File: config.mk
export PLATFORM = sky130hd
export DESIGN_NAME = ifd_instruction_decoder
export DESIGN_NICKNAME = d
export VERILOG_FILES = /design/src/ifd_pkg.sv /design/src/ifd_cost_if.sv /design/src/ifd_cost.sv /design/src/ifd_instruction_decoder.sv
export VERILOG_INCLUDE_DIRS = /design/src /design/src/src
export SDC_FILE = /design/constraint.sdc
export NUM_CORES = 1
export LEC_CHECK = 0
export ABC_AREA = 0
export CAP_MARGIN = 25
export CORE_ASPECT_RATIO = 0.8
export CORE_UTILIZATION = 45
export DETAILED_ROUTE_END_ITERATION = 7
export DONT_BUFFER_PORTS = 1
export RECOVER_POWER = 100
export SYNTH_ARGS = -nofsm -noshare
export SYNTH_HDL_FRONTEND = slang
export SYNTH_SLANG_ARGS = --single-unit
File: constraint.sdc
create_clock -name core_clk_i -period 4.9 [get_ports core_clk_i]
set_clock_uncertainty 0.15 [all_clocks]
set_input_delay 0.49 -clock core_clk_i [delete_from_list [all_inputs] [get_ports core_clk_i]]
set_output_delay 0.49 -clock core_clk_i [all_outputs]
set_load 0.01 [all_outputs]
File: src/ifd_defs.svh
`ifndef IFD_DEFS_SVH
`define IFD_DEFS_SVH

// Instruction length limit, in bytes
`define IFD_MAX_LEN 4'hf
`define IFD_GP_ERR_CODE 16'h0000

// Prefix byte values
`define IFD_PFX_ES 8'h26
`define IFD_PFX_CS 8'h2e
`define IFD_PFX_SS 8'h36
`define IFD_PFX_DS 8'h3e
`define IFD_PFX_FS 8'h64
`define IFD_PFX_GS 8'h65
`define IFD_PFX_OPSZ 8'h66
`define IFD_PFX_ADSZ 8'h67
`define IFD_PFX_LOCK 8'hf0
`define IFD_PFX_REPNE 8'hf2
`define IFD_PFX_REP 8'hf3
`define IFD_ESC_2BYTE 8'h0f

// Segment override codes
`define IFD_SEG_ES 3'h0
`define IFD_SEG_CS 3'h1
`define IFD_SEG_SS 3'h2
`define IFD_SEG_DS 3'h3
`define IFD_SEG_FS 3'h4
`define IFD_SEG_GS 3'h5

// Field positions in the addressing-form and scaled-index bytes
`define IFD_HI_MSB 7
`define IFD_HI_LSB 6
`define IFD_MID_MSB 5
`define IFD_MID_LSB 3
`define IFD_LO_MSB 2
`define IFD_LO_LSB 0

// Opcode field bits
`define IFD_W_BIT 0
`define IFD_S_BIT 1

// Clock-count adjustments
`define IFD_CLK_TWO_REG 4'h1
`define IFD_CLK_MIS_RW 4'h1
`define IFD_CLK_MIS_RMW 4'h2
`define IFD_CLK_NC_X2 4'h2
`define IFD_CLK_NC_X3 4'h4

`endif

File: src/ifd_pkg.sv
package ifd_pkg;

  typedef enum logic [2:0] {ST_PFX, ST_OPC2, ST_MODRM, ST_SIB, ST_DISP, ST_IMM} ifd_state_type;

  typedef enum logic [1:0] {IMM_NONE, IMM_B8, IMM_W16, IMM_OPSZ} ifd_imm_type;

  typedef enum logic [1:0] {SEG_NONE, SEG_WIDE, SEG_NARROW} ifd_seg_type;

  typedef enum logic [1:0] {OPS_8, OPS_16, OPS_32} ifd_opsize_type;

  typedef struct packed {
    logic modrm;
    ifd_imm_type imm;
    logic has_w;
    logic sext;
    logic moffs;
    ifd_seg_type seg;
  } ifd_attr_type;

endpackage

File: src/ifd_cost_if.sv
`timescale 1ns/1ps

interface ifd_cost_if;
  logic two_reg;
  logic lock;
  logic op32;
  logic mem_rd;
  logic mem_wr;
  logic odd_addr;
  logic noncached;
  logic tripled;
  logic [3:0] extra;

  modport calc (
    input two_reg, lock, op32, mem_rd, mem_wr, odd_addr, noncached, tripled,
    output extra
  );
  modport user (
    output two_reg, lock, op32, mem_rd, mem_wr, odd_addr, noncached, tripled,
    input extra
  );
endinterface

File: src/ifd_cost.sv
`timescale 1ns/1ps
`include "ifd_defs.svh"

module ifd_cost (
  // Access attributes in, extra clocks out
  ifd_cost_if.calc bus
);

  logic [3:0] mis;
  logic [3:0] nc;

  always_comb begin
    mis = 4'h0;
    nc = 4'h0;
    if (bus.op32 && bus.odd_addr) begin
      if (bus.mem_rd && bus.mem_wr) begin
        mis = `IFD_CLK_MIS_RMW;
      end else if (bus.mem_rd || bus.mem_wr) begin
        mis = `IFD_CLK_MIS_RW;
      end
    end
    if ((bus.noncached || bus.lock) && (bus.mem_rd || bus.mem_wr)) begin
      nc = bus.tripled ? `IFD_CLK_NC_X3 : `IFD_CLK_NC_X2;
    end
    bus.extra = mis + nc + (bus.two_reg ? `IFD_CLK_TWO_REG : 4'h0);
  end

endmodule

File: src/ifd_instruction_decoder.sv
`timescale 1ns/1ps
`include "ifd_defs.svh"

////////////////////////////////////////////////////////////////////////////////
module ifd_instruction_decoder #(
  parameter logic [3:0] MAX_LEN = `IFD_MAX_LEN
) (
  // Clock and reset
  input wire logic core_clk_i,
  input wire logic rstn_i,
  // Byte stream from prefetch
  input wire logic byte_valid_i,
  input wire logic [7:0] byte_i,
  // Mode and access attributes from pipeline
  input wire logic dflt_op32_i,
  input wire logic dflt_addr32_i,
  input wire logic clk_tripled_i,
  input wire logic mem_rd_i,
  input wire logic mem_wr_i,
  input wire logic odd_addr_i,
  input wire logic noncached_i,
  // Decoded instruction
  output logic insn_valid_o,
  output logic [3:0] insn_len_o,
  output logic two_byte_o,
  output logic [7:0] opcode_o,
  output logic pfx_seg_valid_o,
  output logic [2:0] pfx_seg_o,
  output logic pfx_opsize_o,
  output logic pfx_addrsize_o,
  output logic pfx_repne_o,
  output logic pfx_rep_o,
  output logic bus_lock_o,
  output logic has_modrm_o,
  output logic [1:0] mode_o,
  output logic [2:0] reg_o,
  output logic [2:0] rm_o,
  output logic [1:0] reg_kind_o,
  output logic has_sib_o,
  output logic [1:0] scale_o,
  output logic [2:0] index_o,
  output logic [2:0] base_o,
  output logic [2:0] disp_len_o,
  output logic [31:0] disp_o,
  output logic [2:0] imm_len_o,
  output logic [31:0] imm_o,
  output logic [1:0] op_size_o,
  output logic two_reg_o,
  output logic [3:0] extra_clk_o,
  // Fault
  output logic gp_fault_o,
  output logic [15:0] gp_err_code_o
);

  ////////////////////////////////////////////////////////////////////////////////
  function automatic ifd_pkg::ifd_attr_type opc_attr(input logic two, input logic [7:0] op);
    ifd_pkg::ifd_attr_type a;
    a = '0;
    a.imm = ifd_pkg::IMM_NONE;
    a.seg = ifd_pkg::SEG_NONE;
    if (two) begin
      a.modrm = (op[7:4] != 4'h8);
      if (op[7:4] == 4'h8) begin
        a.imm = ifd_pkg::IMM_OPSZ;
      end else if (op == 8'ha4 || op == 8'hac || op == 8'hba) begin
        a.imm = ifd_pkg::IMM_B8;
      end
    end else if (op[7:6] == 2'b00) begin
      if (op[2:1] != 2'b11) begin
        a.modrm = !op[2];
        a.has_w = 1'b1;
        a.imm = !op[2] ? ifd_pkg::IMM_NONE : (op[0] ? ifd_pkg::IMM_OPSZ : ifd_pkg::IMM_B8);
      end else if (!op[5]) begin
        a.seg = ifd_pkg::SEG_NARROW;
      end
    end else begin
      casez (op)
        8'h62, 8'h63, 8'h8d, 8'h8f, 8'hc4, 8'hc5, 8'b11011???: a.modrm = 1'b1;
        8'h69: begin
          a.modrm = 1'b1;
          a.imm = ifd_pkg::IMM_OPSZ;
        end
        8'h6b: begin
          a.modrm = 1'b1;
          a.imm = ifd_pkg::IMM_B8;
          a.sext = 1'b1;
        end
        8'h68, 8'ha9, 8'b10111???, 8'he8, 8'he9: a.imm = ifd_pkg::IMM_OPSZ;
        8'h6a: begin
          a.imm = ifd_pkg::IMM_B8;
          a.sext = 1'b1;
        end
        8'b0111????, 8'ha8, 8'b10110???, 8'hcd, 8'hd4, 8'hd5, 8'b11100???, 8'heb: a.imm = ifd_pkg::IMM_B8;
        8'b100000??: begin
          a.modrm = 1'b1;
          a.has_w = 1'b1;
          a.sext = op[`IFD_S_BIT];
          a.imm = (op[1:0] == 2'b01) ? ifd_pkg::IMM_OPSZ : ifd_pkg::IMM_B8;
        end
        8'b100001??, 8'b100010??, 8'b110100??, 8'hf6, 8'hf7, 8'hfe, 8'hff: begin
          a.modrm = 1'b1;
          a.has_w = 1'b1;
        end
        8'h8c, 8'h8e: begin
          a.modrm = 1'b1;
          a.seg = ifd_pkg::SEG_WIDE;
        end
        8'b101000??: begin
          a.moffs = 1'b1;
          a.has_w = 1'b1;
        end
        8'hc0, 8'hc1: begin
          a.modrm = 1'b1;
          a.has_w = 1'b1;
          a.imm = ifd_pkg::IMM_B8;
        end
        8'hc6, 8'hc7: begin
          a.modrm = 1'b1;
          a.has_w = 1'b1;
          a.imm = ifd_pkg::IMM_OPSZ;
        end
        8'hc2, 8'hca: a.imm = ifd_pkg::IMM_W16;
        default: a.modrm = 1'b0;
      endcase
    end
    return a;
  endfunction

  // 8-bit or fixed 16-bit immediate, else full operand size
  function automatic logic [2:0] imm_bytes(input ifd_pkg::ifd_imm_type k, input ifd_pkg::ifd_opsize_type s);
    logic [2:0] n;
    n = 3'h0;
    case (k)
      ifd_pkg::IMM_B8: n = 3'h1;
      ifd_pkg::IMM_W16: n = 3'h2;
      ifd_pkg::IMM_OPSZ: n = (s == ifd_pkg::OPS_8) ? 3'h1 : ((s == ifd_pkg::OPS_32) ? 3'h4 : 3'h2);
      default: n = 3'h0;
    endcase
    return n;
  endfunction

  ////////////////////////////////////////////////////////////////////////////////
  logic [1:0] rst_sync_q;
  logic rst_n;

  always_ff @(posedge core_clk_i or negedge rstn_i) begin
    if (!rstn_i) begin
      rst_sync_q <= 2'b00;
    end else begin
      rst_sync_q <= {rst_sync_q[0], 1'b1};
    end
  end
  assign rst_n = rst_sync_q[1];

  ////////////////////////////////////////////////////////////////////////////////
  ifd_pkg::ifd_state_type st_q, st_d;
  ifd_pkg::ifd_attr_type attr_q, attr_d;
  ifd_pkg::ifd_opsize_type ops_q, ops_d;
  logic [3:0] cnt_q, cnt_d, len_q, len_d, extra_q, extra_d;
  logic valid_q, valid_d, fault_q, fault_d, two_q, two_d, addr32_q, addr32_d;
  logic [7:0] opc_q, opc_d;
  logic segv_q, segv_d, opsz_q, opsz_d, adsz_q, adsz_d, repne_q, repne_d, rep_q, rep_d, lock_q, lock_d;
  logic [2:0] seg_q, seg_d;
  logic [7:0] modrm_q, modrm_d, sib_q, sib_d;
  logic sibv_q, sibv_d, tworeg_q, tworeg_d;
  logic [2:0] dlen_q, dlen_d, ilen_q, ilen_d, idx_q, idx_d;
  logic [31:0] disp_q, disp_d, imm_q, imm_d;
  logic [15:0] err_q, err_d;
  logic [3:0] cnt_n;
  logic first, opc_seen, go_data, done, op32;
  ifd_pkg::ifd_attr_type a;
  logic [2:0] il;

  ifd_cost_if cost_bus();

  assign cost_bus.two_reg = tworeg_d;
  assign cost_bus.lock = lock_d;
  assign cost_bus.op32 = (ops_d == ifd_pkg::OPS_32);
  assign cost_bus.mem_rd = mem_rd_i;
  assign cost_bus.mem_wr = mem_wr_i;
  assign cost_bus.odd_addr = odd_addr_i;
  assign cost_bus.noncached = noncached_i;
  assign cost_bus.tripled = clk_tripled_i;

  ifd_cost u_cost (
    .bus(cost_bus.calc)
  );

  always_comb begin
    st_d = st_q; attr_d = attr_q; ops_d = ops_q; cnt_d = cnt_q; len_d = len_q; extra_d = extra_q;
    two_d = two_q; addr32_d = addr32_q; opc_d = opc_q; segv_d = segv_q; seg_d = seg_q;
    opsz_d = opsz_q; adsz_d = adsz_q; repne_d = repne_q; rep_d = rep_q; lock_d = lock_q;
    modrm_d = modrm_q; sib_d = sib_q; sibv_d = sibv_q; tworeg_d = tworeg_q;
    dlen_d = dlen_q; ilen_d = ilen_q; idx_d = idx_q; disp_d = disp_q; imm_d = imm_q; err_d = err_q;
    valid_d = 1'b0;
    fault_d = 1'b0;
    cnt_n = cnt_q + 4'h1;
    first = (cnt_q == 4'h0);
    opc_seen = 1'b0;
    go_data = 1'b0;
    done = 1'b0;
    a = opc_attr(1'b0, byte_i);
    op32 = 1'b0;
    il = 3'h0;
    if (byte_valid_i) begin
      // New instruction starts clean; start address alignment is not checked
      // any start byte accepted
      if (first) begin
        two_d = 1'b0; segv_d = 1'b0; seg_d = 3'h0; opsz_d = 1'b0; adsz_d = 1'b0;
        repne_d = 1'b0; rep_d = 1'b0; lock_d = 1'b0; modrm_d = 8'h00; sib_d = 8'h00;
        sibv_d = 1'b0; tworeg_d = 1'b0; dlen_d = 3'h0; ilen_d = 3'h0; idx_d = 3'h0;
        disp_d = 32'h0; imm_d = 32'h0;
      end
      case (st_q)
        ifd_pkg::ST_PFX: begin
          case (byte_i)
            `IFD_PFX_ES: begin segv_d = 1'b1; seg_d = `IFD_SEG_ES; end
            `IFD_PFX_CS: begin segv_d = 1'b1; seg_d = `IFD_SEG_CS; end
            `IFD_PFX_SS: begin segv_d = 1'b1; seg_d = `IFD_SEG_SS; end
            `IFD_PFX_DS: begin segv_d = 1'b1; seg_d = `IFD_SEG_DS; end
            `IFD_PFX_FS: begin segv_d = 1'b1; seg_d = `IFD_SEG_FS; end
            `IFD_PFX_GS: begin segv_d = 1'b1; seg_d = `IFD_SEG_GS; end
            `IFD_PFX_OPSZ: opsz_d = 1'b1;
            `IFD_PFX_ADSZ: adsz_d = 1'b1;
            `IFD_PFX_LOCK: lock_d = 1'b1;
            `IFD_PFX_REPNE: repne_d = 1'b1;
            `IFD_PFX_REP: rep_d = 1'b1;
            `IFD_ESC_2BYTE: begin
              two_d = 1'b1;
              st_d = ifd_pkg::ST_OPC2;
            end
            default: opc_seen = 1'b1;
          endcase
        end
        ifd_pkg::ST_OPC2: begin
          a = opc_attr(1'b1, byte_i);
          opc_seen = 1'b1;
        end
        ifd_pkg::ST_MODRM: begin
          // middle field meaning set by opcode
          modrm_d = byte_i;
          il = ilen_q;
          if (!two_q && opc_q[7:1] == 7'h7b && byte_i[`IFD_MID_MSB:`IFD_MID_LSB] == 3'h0) begin
            il = imm_bytes(ifd_pkg::IMM_OPSZ, ops_q);
          end
          ilen_d = il;
          if (byte_i[`IFD_HI_MSB:`IFD_HI_LSB] == 2'b11) begin
            go_data = 1'b1;
          end else if (addr32_q) begin
            if (byte_i[`IFD_LO_MSB:`IFD_LO_LSB] == 3'h4) begin
              sibv_d = 1'b1;
              st_d = ifd_pkg::ST_SIB;
            end else begin
              go_data = 1'b1;
              if (byte_i[`IFD_HI_MSB:`IFD_HI_LSB] == 2'b01) begin
                dlen_d = 3'h1;
              end else if (byte_i[`IFD_HI_MSB:`IFD_HI_LSB] == 2'b10 || byte_i[`IFD_LO_MSB:`IFD_LO_LSB] == 3'h5) begin
                dlen_d = 3'h4;
              end
            end
          end else begin
            go_data = 1'b1;
            tworeg_d = !byte_i[2];
            if (byte_i[`IFD_HI_MSB:`IFD_HI_LSB] == 2'b01) begin
              dlen_d = 3'h1;
            end else if (byte_i[`IFD_HI_MSB:`IFD_HI_LSB] == 2'b10 || byte_i[`IFD_LO_MSB:`IFD_LO_LSB] == 3'h6) begin
              dlen_d = 3'h2;
            end
          end
        end
        ifd_pkg::ST_SIB: begin
          sib_d = byte_i;
          go_data = 1'b1;
          il = ilen_q;
          if (byte_i[`IFD_LO_MSB:`IFD_LO_LSB] == 3'h5 && modrm_q[`IFD_HI_MSB:`IFD_HI_LSB] == 2'b00) begin
            dlen_d = 3'h4;
          end else begin
            dlen_d = (modrm_q[`IFD_HI_MSB:`IFD_HI_LSB] == 2'b01) ? 3'h1 :
                     ((modrm_q[`IFD_HI_MSB:`IFD_HI_LSB] == 2'b10) ? 3'h4 : 3'h0);
            tworeg_d = (byte_i[`IFD_MID_MSB:`IFD_MID_LSB] != 3'h4);
          end
        end
        ifd_pkg::ST_DISP: begin
          disp_d[{idx_q[1:0], 3'b000} +: 8] = byte_i;
          idx_d = idx_q + 3'h1;
          if (idx_d == dlen_q) begin
            idx_d = 3'h0;
            st_d = (ilen_q != 3'h0) ? ifd_pkg::ST_IMM : ifd_pkg::ST_PFX;
            done = (ilen_q == 3'h0);
          end
        end
        ifd_pkg::ST_IMM: begin
          imm_d[{idx_q[1:0], 3'b000} +: 8] = byte_i;
          idx_d = idx_q + 3'h1;
          if (idx_d == ilen_q) begin
            idx_d = 3'h0;
            st_d = ifd_pkg::ST_PFX;
            done = 1'b1;
            if (attr_q.sext && ilen_q == 3'h1) begin
              imm_d = {{24{byte_i[7]}}, byte_i};
            end
          end
        end
        default: st_d = ifd_pkg::ST_PFX;
      endcase
      if (opc_seen) begin
        opc_d = byte_i;
        attr_d = a;
        op32 = dflt_op32_i ^ (!first && opsz_q);
        addr32_d = dflt_addr32_i ^ (!first && adsz_q);
        // width bit selects byte or operand size (default toggled by the 0x66 prefix)
        if (a.has_w && !byte_i[`IFD_W_BIT]) begin
          ops_d = ifd_pkg::OPS_8;
        end else begin
          ops_d = op32 ? ifd_pkg::OPS_32 : ifd_pkg::OPS_16;
        end
        ilen_d = imm_bytes(a.imm, ops_d);
        il = ilen_d;
        if (a.modrm) begin
          st_d = ifd_pkg::ST_MODRM;
        end else begin
          go_data = 1'b1;
          dlen_d = a.moffs ? (addr32_d ? 3'h4 : 3'h2) : 3'h0;
        end
      end
      if (go_data) begin
        st_d = (dlen_d != 3'h0) ? ifd_pkg::ST_DISP : ((il != 3'h0) ? ifd_pkg::ST_IMM : ifd_pkg::ST_PFX);
        done = (dlen_d == 3'h0) && (il == 3'h0);
      end
      if (done) begin
        valid_d = 1'b1;
        len_d = cnt_n;
        cnt_d = 4'h0;
        extra_d = cost_bus.extra;
      end else if (cnt_n == MAX_LEN) begin
        fault_d = 1'b1;
        err_d = `IFD_GP_ERR_CODE;
        cnt_d = 4'h0;
        idx_d = 3'h0;
        st_d = ifd_pkg::ST_PFX;
      end else begin
        cnt_d = cnt_n;
      end
    end
  end

  always_ff @(posedge core_clk_i or negedge rst_n) begin
    if (!rst_n) begin
      st_q <= ifd_pkg::ST_PFX; attr_q <= '0; ops_q <= ifd_pkg::OPS_8; cnt_q <= 4'h0; len_q <= 4'h0;
      extra_q <= 4'h0; valid_q <= 1'b0; fault_q <= 1'b0; two_q <= 1'b0; addr32_q <= 1'b0;
      opc_q <= 8'h00; segv_q <= 1'b0; seg_q <= 3'h0; opsz_q <= 1'b0; adsz_q <= 1'b0;
      repne_q <= 1'b0; rep_q <= 1'b0; lock_q <= 1'b0; modrm_q <= 8'h00; sib_q <= 8'h00;
      sibv_q <= 1'b0; tworeg_q <= 1'b0; dlen_q <= 3'h0; ilen_q <= 3'h0; idx_q <= 3'h0;
      disp_q <= 32'h0; imm_q <= 32'h0; err_q <= 16'h0000;
    end else begin
      st_q <= st_d; attr_q <= attr_d; ops_q <= ops_d; cnt_q <= cnt_d; len_q <= len_d;
      extra_q <= extra_d; valid_q <= valid_d; fault_q <= fault_d; two_q <= two_d; addr32_q <= addr32_d;
      opc_q <= opc_d; segv_q <= segv_d; seg_q <= seg_d; opsz_q <= opsz_d; adsz_q <= adsz_d;
      repne_q <= repne_d; rep_q <= rep_d; lock_q <= lock_d; modrm_q <= modrm_d; sib_q <= sib_d;
      sibv_q <= sibv_d; tworeg_q <= tworeg_d; dlen_q <= dlen_d; ilen_q <= ilen_d; idx_q <= idx_d;
      disp_q <= disp_d; imm_q <= imm_d; err_q <= err_d;
    end
  end

  ////////////////////////////////////////////////////////////////////////////////
  assign insn_valid_o = valid_q;
  assign insn_len_o = len_q;
  assign two_byte_o = two_q;
  assign opcode_o = opc_q;
  assign pfx_seg_valid_o = segv_q;
  assign pfx_seg_o = seg_q;
  assign pfx_opsize_o = opsz_q;
  assign pfx_addrsize_o = adsz_q;
  assign pfx_repne_o = repne_q;
  assign pfx_rep_o = rep_q;
  assign bus_lock_o = lock_q;
  assign has_modrm_o = attr_q.modrm;
  assign mode_o = modrm_q[`IFD_HI_MSB:`IFD_HI_LSB];
  assign reg_o = modrm_q[`IFD_MID_MSB:`IFD_MID_LSB];
  assign rm_o = modrm_q[`IFD_LO_MSB:`IFD_LO_LSB];
  assign reg_kind_o = attr_q.seg;
  assign has_sib_o = sibv_q;
  assign scale_o = sib_q[`IFD_HI_MSB:`IFD_HI_LSB];
  assign index_o = sib_q[`IFD_MID_MSB:`IFD_MID_LSB];
  assign base_o = sib_q[`IFD_LO_MSB:`IFD_LO_LSB];
  assign disp_len_o = dlen_q;
  assign disp_o = disp_q;
  assign imm_len_o = ilen_q;
  assign imm_o = imm_q;
  assign op_size_o = ops_q;
  assign two_reg_o = tworeg_q;
  assign extra_clk_o = extra_q;
  assign gp_fault_o = fault_q;
  assign gp_err_code_o = err_q;

endmodule

==> run metrics, run 1 <==
status=finished, violations left; failing checks=max-capacitance violations, max-slew violations; synthesized flop and latch total=135; FP Rows=40; number of synthesized flops with an enable pin=0; Worst Setup End Kind=flip-flop; Area growth, synth to finish=8.20%; layout net count=749; Slew HR=-0.681%; clk_lat worst skew=about 430 ps; gr ovfl total=0; initial core utilization=about 47%; peak supply drop=0.330 mV; vias=5862; worst-path fanout max=9; fin cells=941; Worst R2R Path Depth=9; WL final=21.5 mm; ant diodes=0; f_max=about 250 MHz; Pwr Density=571 mW/mm²; max incr delay on CP=870 ps; Via density=6.23; vias in the first global route=~5600; Final setup viols=0; Pint=between 2 and 3 mW; final setup TNS=0 ps; Sink Count=135; Worst Hold End=opcode_o[0]$_DFFE_PN0P_; dpl cells=908; post-route ant nets=0; Pleak=3.41 nW; Ys Warns=0; largest net degree at the start of global routing=52; I/O pin count=between 150 and 200; # DRC=0; Crit path required time=5060 ps; worst hold slack=37.9 ps; Crit-path slowest cell=nor3b_1; Comb power frac=28.7%; first drt pass iteration count=5; RR Endpoint=insn_len_o[1]$_DFFE_PN0P_; sw frac=38.1%; H-Tree Depth=4; hold path startpoint=byte_i[0]; root buf cell=clkbuf_16; r2r startpoint=cnt_q[0]$_DFFE_PN0P_; async set-reset flop share out of synthesis=100%; Die H=115 µm; fillers=~1400; post-synthesis sequential area ratio=46.9%; Synth Flop Type=dfrtp_1; RSZ-0062 raised after global routing=no; Die Outline Area=0.0165 mm²; crit start category=flip-flop; DP HPWL=14.7 mm; slew of the pin with the lowest slew margin=1510 ps; Max-cap violations=1; initial antenna violation count=0; commonest non-fill, non-tap cell in the layout=dfrtp_1; mapped cell area=~0.0072 mm²; DR WL/cell=22.9 µm; Flop pwr share=41.0%; Tcrit/Tclk final=about four fifths; Final Total Pwr=4.45 mW; Final Hold Viols=0; core area=around 0.015 mm²; Reg clk slew, reported paths=about 60 ps; Crit Path Class=flip-flop to flip-flop; hold depth=2; layout cell share with drive strength beyond 1=under 10%; Num CTS Buffers=17; clock tree buffer depth=2; post-synthesis cell type count=79; Psw=1.69 mW; Final Max Slew Viols=37; GRT Overall Usage=27.1%; CP cell instances=inv_1, ha_1, nor3b_1, o21ai_0, a31o_1, or4b_1, a21boi_4, o21ai_1, mux2_1; CTS tree=yes; Worst Path Arrival=4150 ps; Mean Syn Cell Area=9.68 µm²; RD Place Congestion=between 0.9 and 1; initial DRC count=636; Clock power frac=30.3%; R2R setup slack=910 ps; first-pass GRT wire length=33.2 mm; Die Wd=between 100 and 150 µm; Hold Path Class=input port to flip-flop; Port Buf Inserts=0; Min Clock Period, post-route=3990 ps; most frequent cells in the layout=135 x dfrtp_1, 103 x nand2_1, 58 x a22o_1; post-synthesis cell count=744
## state kept, by name, indices dropped and copies added, names as in the netlist, 2 cells and up
| signal | flops |
|---|---|
| disp_o | 32 |
| imm_o | 32 |
| modrm_q | 8 |
| opcode_o | 8 |
| sib_q | 8 |
| cnt_q | 4 |
| extra_clk_o | 4 |
| insn_len_o | 4 |
| disp_len_o | 3 |
| idx_q | 3 |
| imm_len_o | 3 |
| pfx_seg_o | 3 |
| st_q | 3 |
| op_size_o | 2 |
| reg_kind_o | 2 |
| rst_sync_q | 2 |
## logic make-up (layout without fill, tap and decap cells)
kind of cell | after synthesis | count (layout) | share of synthesized area (%)
AND/OR/NAND/NOR | 254 | 254 | 18.6
AO/OA/AOI/OAI | 226 | 226 | 21.8
flip-flops | 135 | 135 | 46.9
buffers and inverters | 88 | 60 | 6.13
adder cells (fa/ha/maj) | 14 | 14 | 2.50
multiplexers | 14 | 14 | 2.45
XOR/XNOR | 11 | 11 | 1.55
other | 2 | 17 | 0.104
## per-stage QoR
| step | setup slack [ps] | cell area, µm² | utilization, % |
|---|---|---|---|
| 6_report | 912 | 7790 | 50.9 |
| 3_5_place_dp | 1310 | 7210 | 47.1 |
| 4_1_cts | 1290 | 7850 | 51.2 |
| 3_3_place_gp | 1360 | 7210 | 47.1 |
| 5_1_grt | 655 | 7790 | 50.9 |
| 2_1_floorplan | 710 | 7260 | - |
## power groups by stage
stage	sequential [mW]	combinational (mW)	clock [mW]
floorplan	1.70	1.10	0
global placement	1.84	1.27	0
detailed placement	1.84	1.29	0
CTS	1.83	1.30	1.37
global route	1.87	1.41	1.42
finish	1.83	1.28	1.35
## how the worst max path moves through the flow
stage | startpoint | to | slack (ps) | cells after the start
floorplan | rst_sync_q[1]$_DFF_PN0_ | addr32_q$_DFFE_PN0P_ | 710 | 0
global placement | cnt_q[0]$_DFFE_PN0P_ | extra_clk_o[2]$_DFFE_PN0P_ | 1360 | 13
detailed placement | idx_q[0]$_DFFE_PN0P_ | imm_o[18]$_DFFE_PN0P_ | 1310 | 8
CTS | idx_q[0]$_DFFE_PN0P_ | imm_o[12]$_DFFE_PN0P_ | 1290 | 8
global route | cnt_q[0]$_DFFE_PN0P_ | insn_len_o[1]$_DFFE_PN0P_ | 660 | 9
finish | cnt_q[0]$_DFFE_PN0P_ | insn_len_o[1]$_DFFE_PN0P_ | 910 | 9
## synth_stat cells (all sizes together) (4+ instances only)
master	instances	area share [%]
and2	6	0.52
nor2b	8	0.70
or2	5	0.43
a21o	5	0.52
buf	43	3.8
clkbuf	26	1.4
dfrtp	135	47
and3	8	0.70
a211oi	4	0.49
or3b	4	0.49
nand3b	4	0.42
o31ai	6	0.63
inv	17	0.89
nor3b	6	0.70
xor2	5	0.61
nand4	5	0.43
mux2	8	1.6
nand4b	6	0.73
xnor2	5	0.61
o21ai	59	4.3
o21a	6	0.63
ha	12	2.1
a31oi	8	0.70
o22ai	4	0.35
a22o	58	7.1
o41ai	4	0.49
or4b	5	0.75
nand2	103	5.4
nand3	14	0.97
a21oi	43	3.0
mux2i	6	0.83
nor2	32	1.7
nor3	17	1.3
nand4bb	5	0.85
or3	7	0.61
nand2b	11	0.96
## cell type report
type | count | area, µm² | area share [%]
Clock buffer | 19 | 453 | 5.81
Clock inverter | 13 | 169 | 2.17
Inverter | 19 | 71.3 | 0.915
Multi-Input combinational cell | 536 | 3390 | 43.6
Sequential cell | 135 | 3380 | 43.4
Tap cell | 210 | 263 | 3.37
Timing Repair Buffer | 9 | 63.8 | 0.819
## repair_timing
action                    4_1_cts  5_1_grt
resized for setup               0        0
hold endpoints to repair        2        0
buffers inserted                0        0
hold buffers                    1        0
## critical path, delay by kind of cell (launching register included)
| kind | cells | cell delay, ps |
|---|---|---|
| flip-flops | 1 | 420 |
| multiplexers | 1 | 420 |
| buffers and inverters | 1 | 140 |
| adder cells (fa/ha/maj) | 1 | 190 |
| AO/OA/AOI/OAI | 4 | 1100 |
| AND/OR/NAND/NOR | 2 | 1450 |
## layer usage
layer	part of all wire [%]	track usage [%]	wire length (µm)	up-vias
met5	0	0	0	-
met4	2.6	9.79	550	0
met3	9.4	8.70	2030	40
met2	43	38.7	9240	306
met1	45	38.2	9710	2898
li1	-	-	-	2618
Note: power is estimated with default switching activity, not from simulation.
==> inputs of run 2 (changes only) <==
==> constraint.sdc (replaced) <==
create_clock -name core_clk_i -period 4 [get_ports core_clk_i]
set_clock_uncertainty 0.15 [all_clocks]
set_input_delay 0.4 -clock core_clk_i [delete_from_list [all_inputs] [get_ports core_clk_i]]
set_output_delay 0.4 -clock core_clk_i [all_outputs]
set_load 0.01 [all_outputs]
==> run 2 against run 1 <==
  * The run still ends with max-capacitance violations, max-slew violations left
  * First-iteration DRC count grew 25%
  * Power grew 20%
  * Clock power grew 11%
  * Final area grew 1.2%
==> run metrics, run 2 (same netlist as run 1, synthesis figures left out) <==
core area=0.0153 mm² (unchanged); layout cell share with drive strength beyond 1=8.67% (+0.46 points); RSZ-0062 raised after global routing=no; Sink Count=135 (unchanged); most frequent cells in the layout=135 x dfrtp_1, 103 x nand2_1, 58 x a22o_1; Crit path required time=4160 ps (-900 ps); Die Wd=143 µm (unchanged); Final Total Pwr=5.33 mW (+20%); sw frac=40.3% (+2.2 points); Slew HR=-15.3% (-15 points); Pint=3.18 mW (+16%); DR WL/cell=23.0 µm (+0.54%); # DRC=0 (unchanged); Tcrit/Tclk final=89.6% (+8.2 points); vias=5944 (+1.4%); initial antenna violation count=0 (unchanged); root buf cell=clkbuf_16; fin cells=960 (+2.0%); Reg clk slew, reported paths=60 ps (about the same); commonest non-fill, non-tap cell in the layout=dfrtp_1; R2R setup slack=420 ps (-490 ps); Port Buf Inserts=0 (unchanged); first drt pass iteration count=5 (unchanged); worst-path fanout max=9 (unchanged); H-Tree Depth=4 (unchanged); hold path startpoint=byte_valid_i; slew of the pin with the lowest slew margin=1730 ps (+220 ps); status=finished, violations left; Comb power frac=30.0% (+1.3 points); worst hold slack=25.7 ps (-12.2 ps); WL final=22.1 mm (+2.6%); DP HPWL=14.7 mm (-0.30%); Die H=115 µm (unchanged); initial DRC count=795 (+25%); initial core utilization=47.0% (unchanged); Area growth, synth to finish=9.52%; clock tree buffer depth=2 (unchanged); Util after Layout=51.5% (+0.62 points); RR Endpoint=extra_clk_o[2]$_DFFE_PN0P_; Flop pwr share=41.9% (+0.9 points); Max-cap violations=1 (unchanged); final setup TNS=0 ps (unchanged); Num CTS Buffers=17 (unchanged); ant diodes=0 (unchanged); crit start category=flip-flop; peak supply drop=0.389 mV (+18%); Min Clock Period, post-route=3580 ps (-405 ps); Post-CTS Resized=0 (unchanged); failing checks=max-capacitance violations, max-slew violations; I/O pin count=155 (unchanged); largest net degree at the start of global routing=91 (+75%); Psw=2.15 mW (+27%); vias in the first global route=5591 (-0.27%); Crit Path Class=flip-flop to flip-flop; Pleak=3.45 nW (+1.1%); Die Outline Area=0.0165 mm² (unchanged); Final setup viols=0 (unchanged); RD Place Congestion=0.907 (-2.4%); clk_lat worst skew=430 ps (about the same); layout net count=768 (+2.5%); f_max=279 MHz (+11%); hold depth=2 (unchanged); Worst Path Arrival=3750 ps (-400 ps); Worst Setup End Kind=flip-flop; Final Hold Viols=0 (unchanged); placed cell area=0.00729 mm² (+1.1%); gr ovfl total=0 (unchanged); Via density=6.19 (-0.61%); FP Rows=40 (unchanged); worst slack at placement=503 ps (-803 ps); Hold Path Class=input port to flip-flop; post-route ant nets=0 (unchanged); Final Max Slew Viols=45 (+22%); Clock power frac=28.1% (-2.2 points); PnR worst setup slack=417 ps (-495 ps); first-pass GRT wire length=34.3 mm (+3.2%); dpl cells=917 (+0.99%); Worst Hold End=cnt_q[0]$_DFFE_PN0P_; Worst R2R Path Depth=10 (+1); GRT Overall Usage=28.0% (+0.93 points); Pwr Density=676 mW/mm² (+18%); r2r startpoint=cnt_q[0]$_DFFE_PN0P_; CTS tree=yes; post-route cell area=0.00789 mm² (+1.2%)
run 2: routing by layer:
metal | wire (µm) | track usage, %
met1 | 9870 | 39.9
met2 | 9660 | 40.1
met3 | 1950 | 7.54
met4 | 608 | 11.6
met5 | 0 | 0
run 2: how the worst max path moves through the flow:
stage / startpoint / end / slack, ps / cells past startpoint
final: cnt_q[0]$_DFFE_PN0P_ / extra_clk_o[2]$_DFFE_PN0P_ / 420 / 10
after global routing: cnt_q[0]$_DFFE_PN0P_ / extra_clk_o[3]$_DFFE_PN0P_ / 200 / 10
after CTS: cnt_q[0]$_DFFE_PN0P_ / extra_clk_o[2]$_DFFE_PN0P_ / 470 / 13
after detailed placement: cnt_q[0]$_DFFE_PN0P_ / extra_clk_o[2]$_DFFE_PN0P_ / 500 / 13
after global placement: cnt_q[0]$_DFFE_PN0P_ / extra_clk_o[2]$_DFFE_PN0P_ / 560 / 13
after floorplan: byte_i[1] / extra_clk_o[2]$_DFFE_PN0P_ / 500 / 16
run 2: timing repair:
item	4_1_cts	5_1_grt
hold buffers	11	0
setup buffers	0	0
setup endpoints to repair	0	0
endpoints found under the hold margin	73	0
run 2: area by class of cell:
cell class,count,area [µm²]
Timing Repair Buffer,28,223
Multi-Input combinational cell,536,3390
Sequential cell,135,3380
Tap cell,210,263
Clock buffer,17,425
Clock inverter,15,136
Inverter,19,71.3
Fill cell,1423,7430
run 2: power groups by stage:
| stage | Clock (mW) | Combinational [mW] | Sequential [mW] |
|---|---|---|---|
| global placement | 0 | 1.58 | 2.25 |
| floorplan | 0 | 1.35 | 2.08 |
| detailed placement | 0 | 1.61 | 2.26 |
| global route | 1.58 | 1.78 | 2.29 |
| CTS | 1.52 | 1.64 | 2.24 |
| finish | 1.50 | 1.60 | 2.23 |
run 2: worst max-delay path, stage by stage, from the launching register on:
cell and delay (ps):
dfrtp_1 420, inv_1 150, ha_1 180, or3b_1 540
nand2_1 150, o21ai_1 70, a31o_1 260, or4b_4 570
a21boi_4 230, o21ai_1 330, mux2_1 420
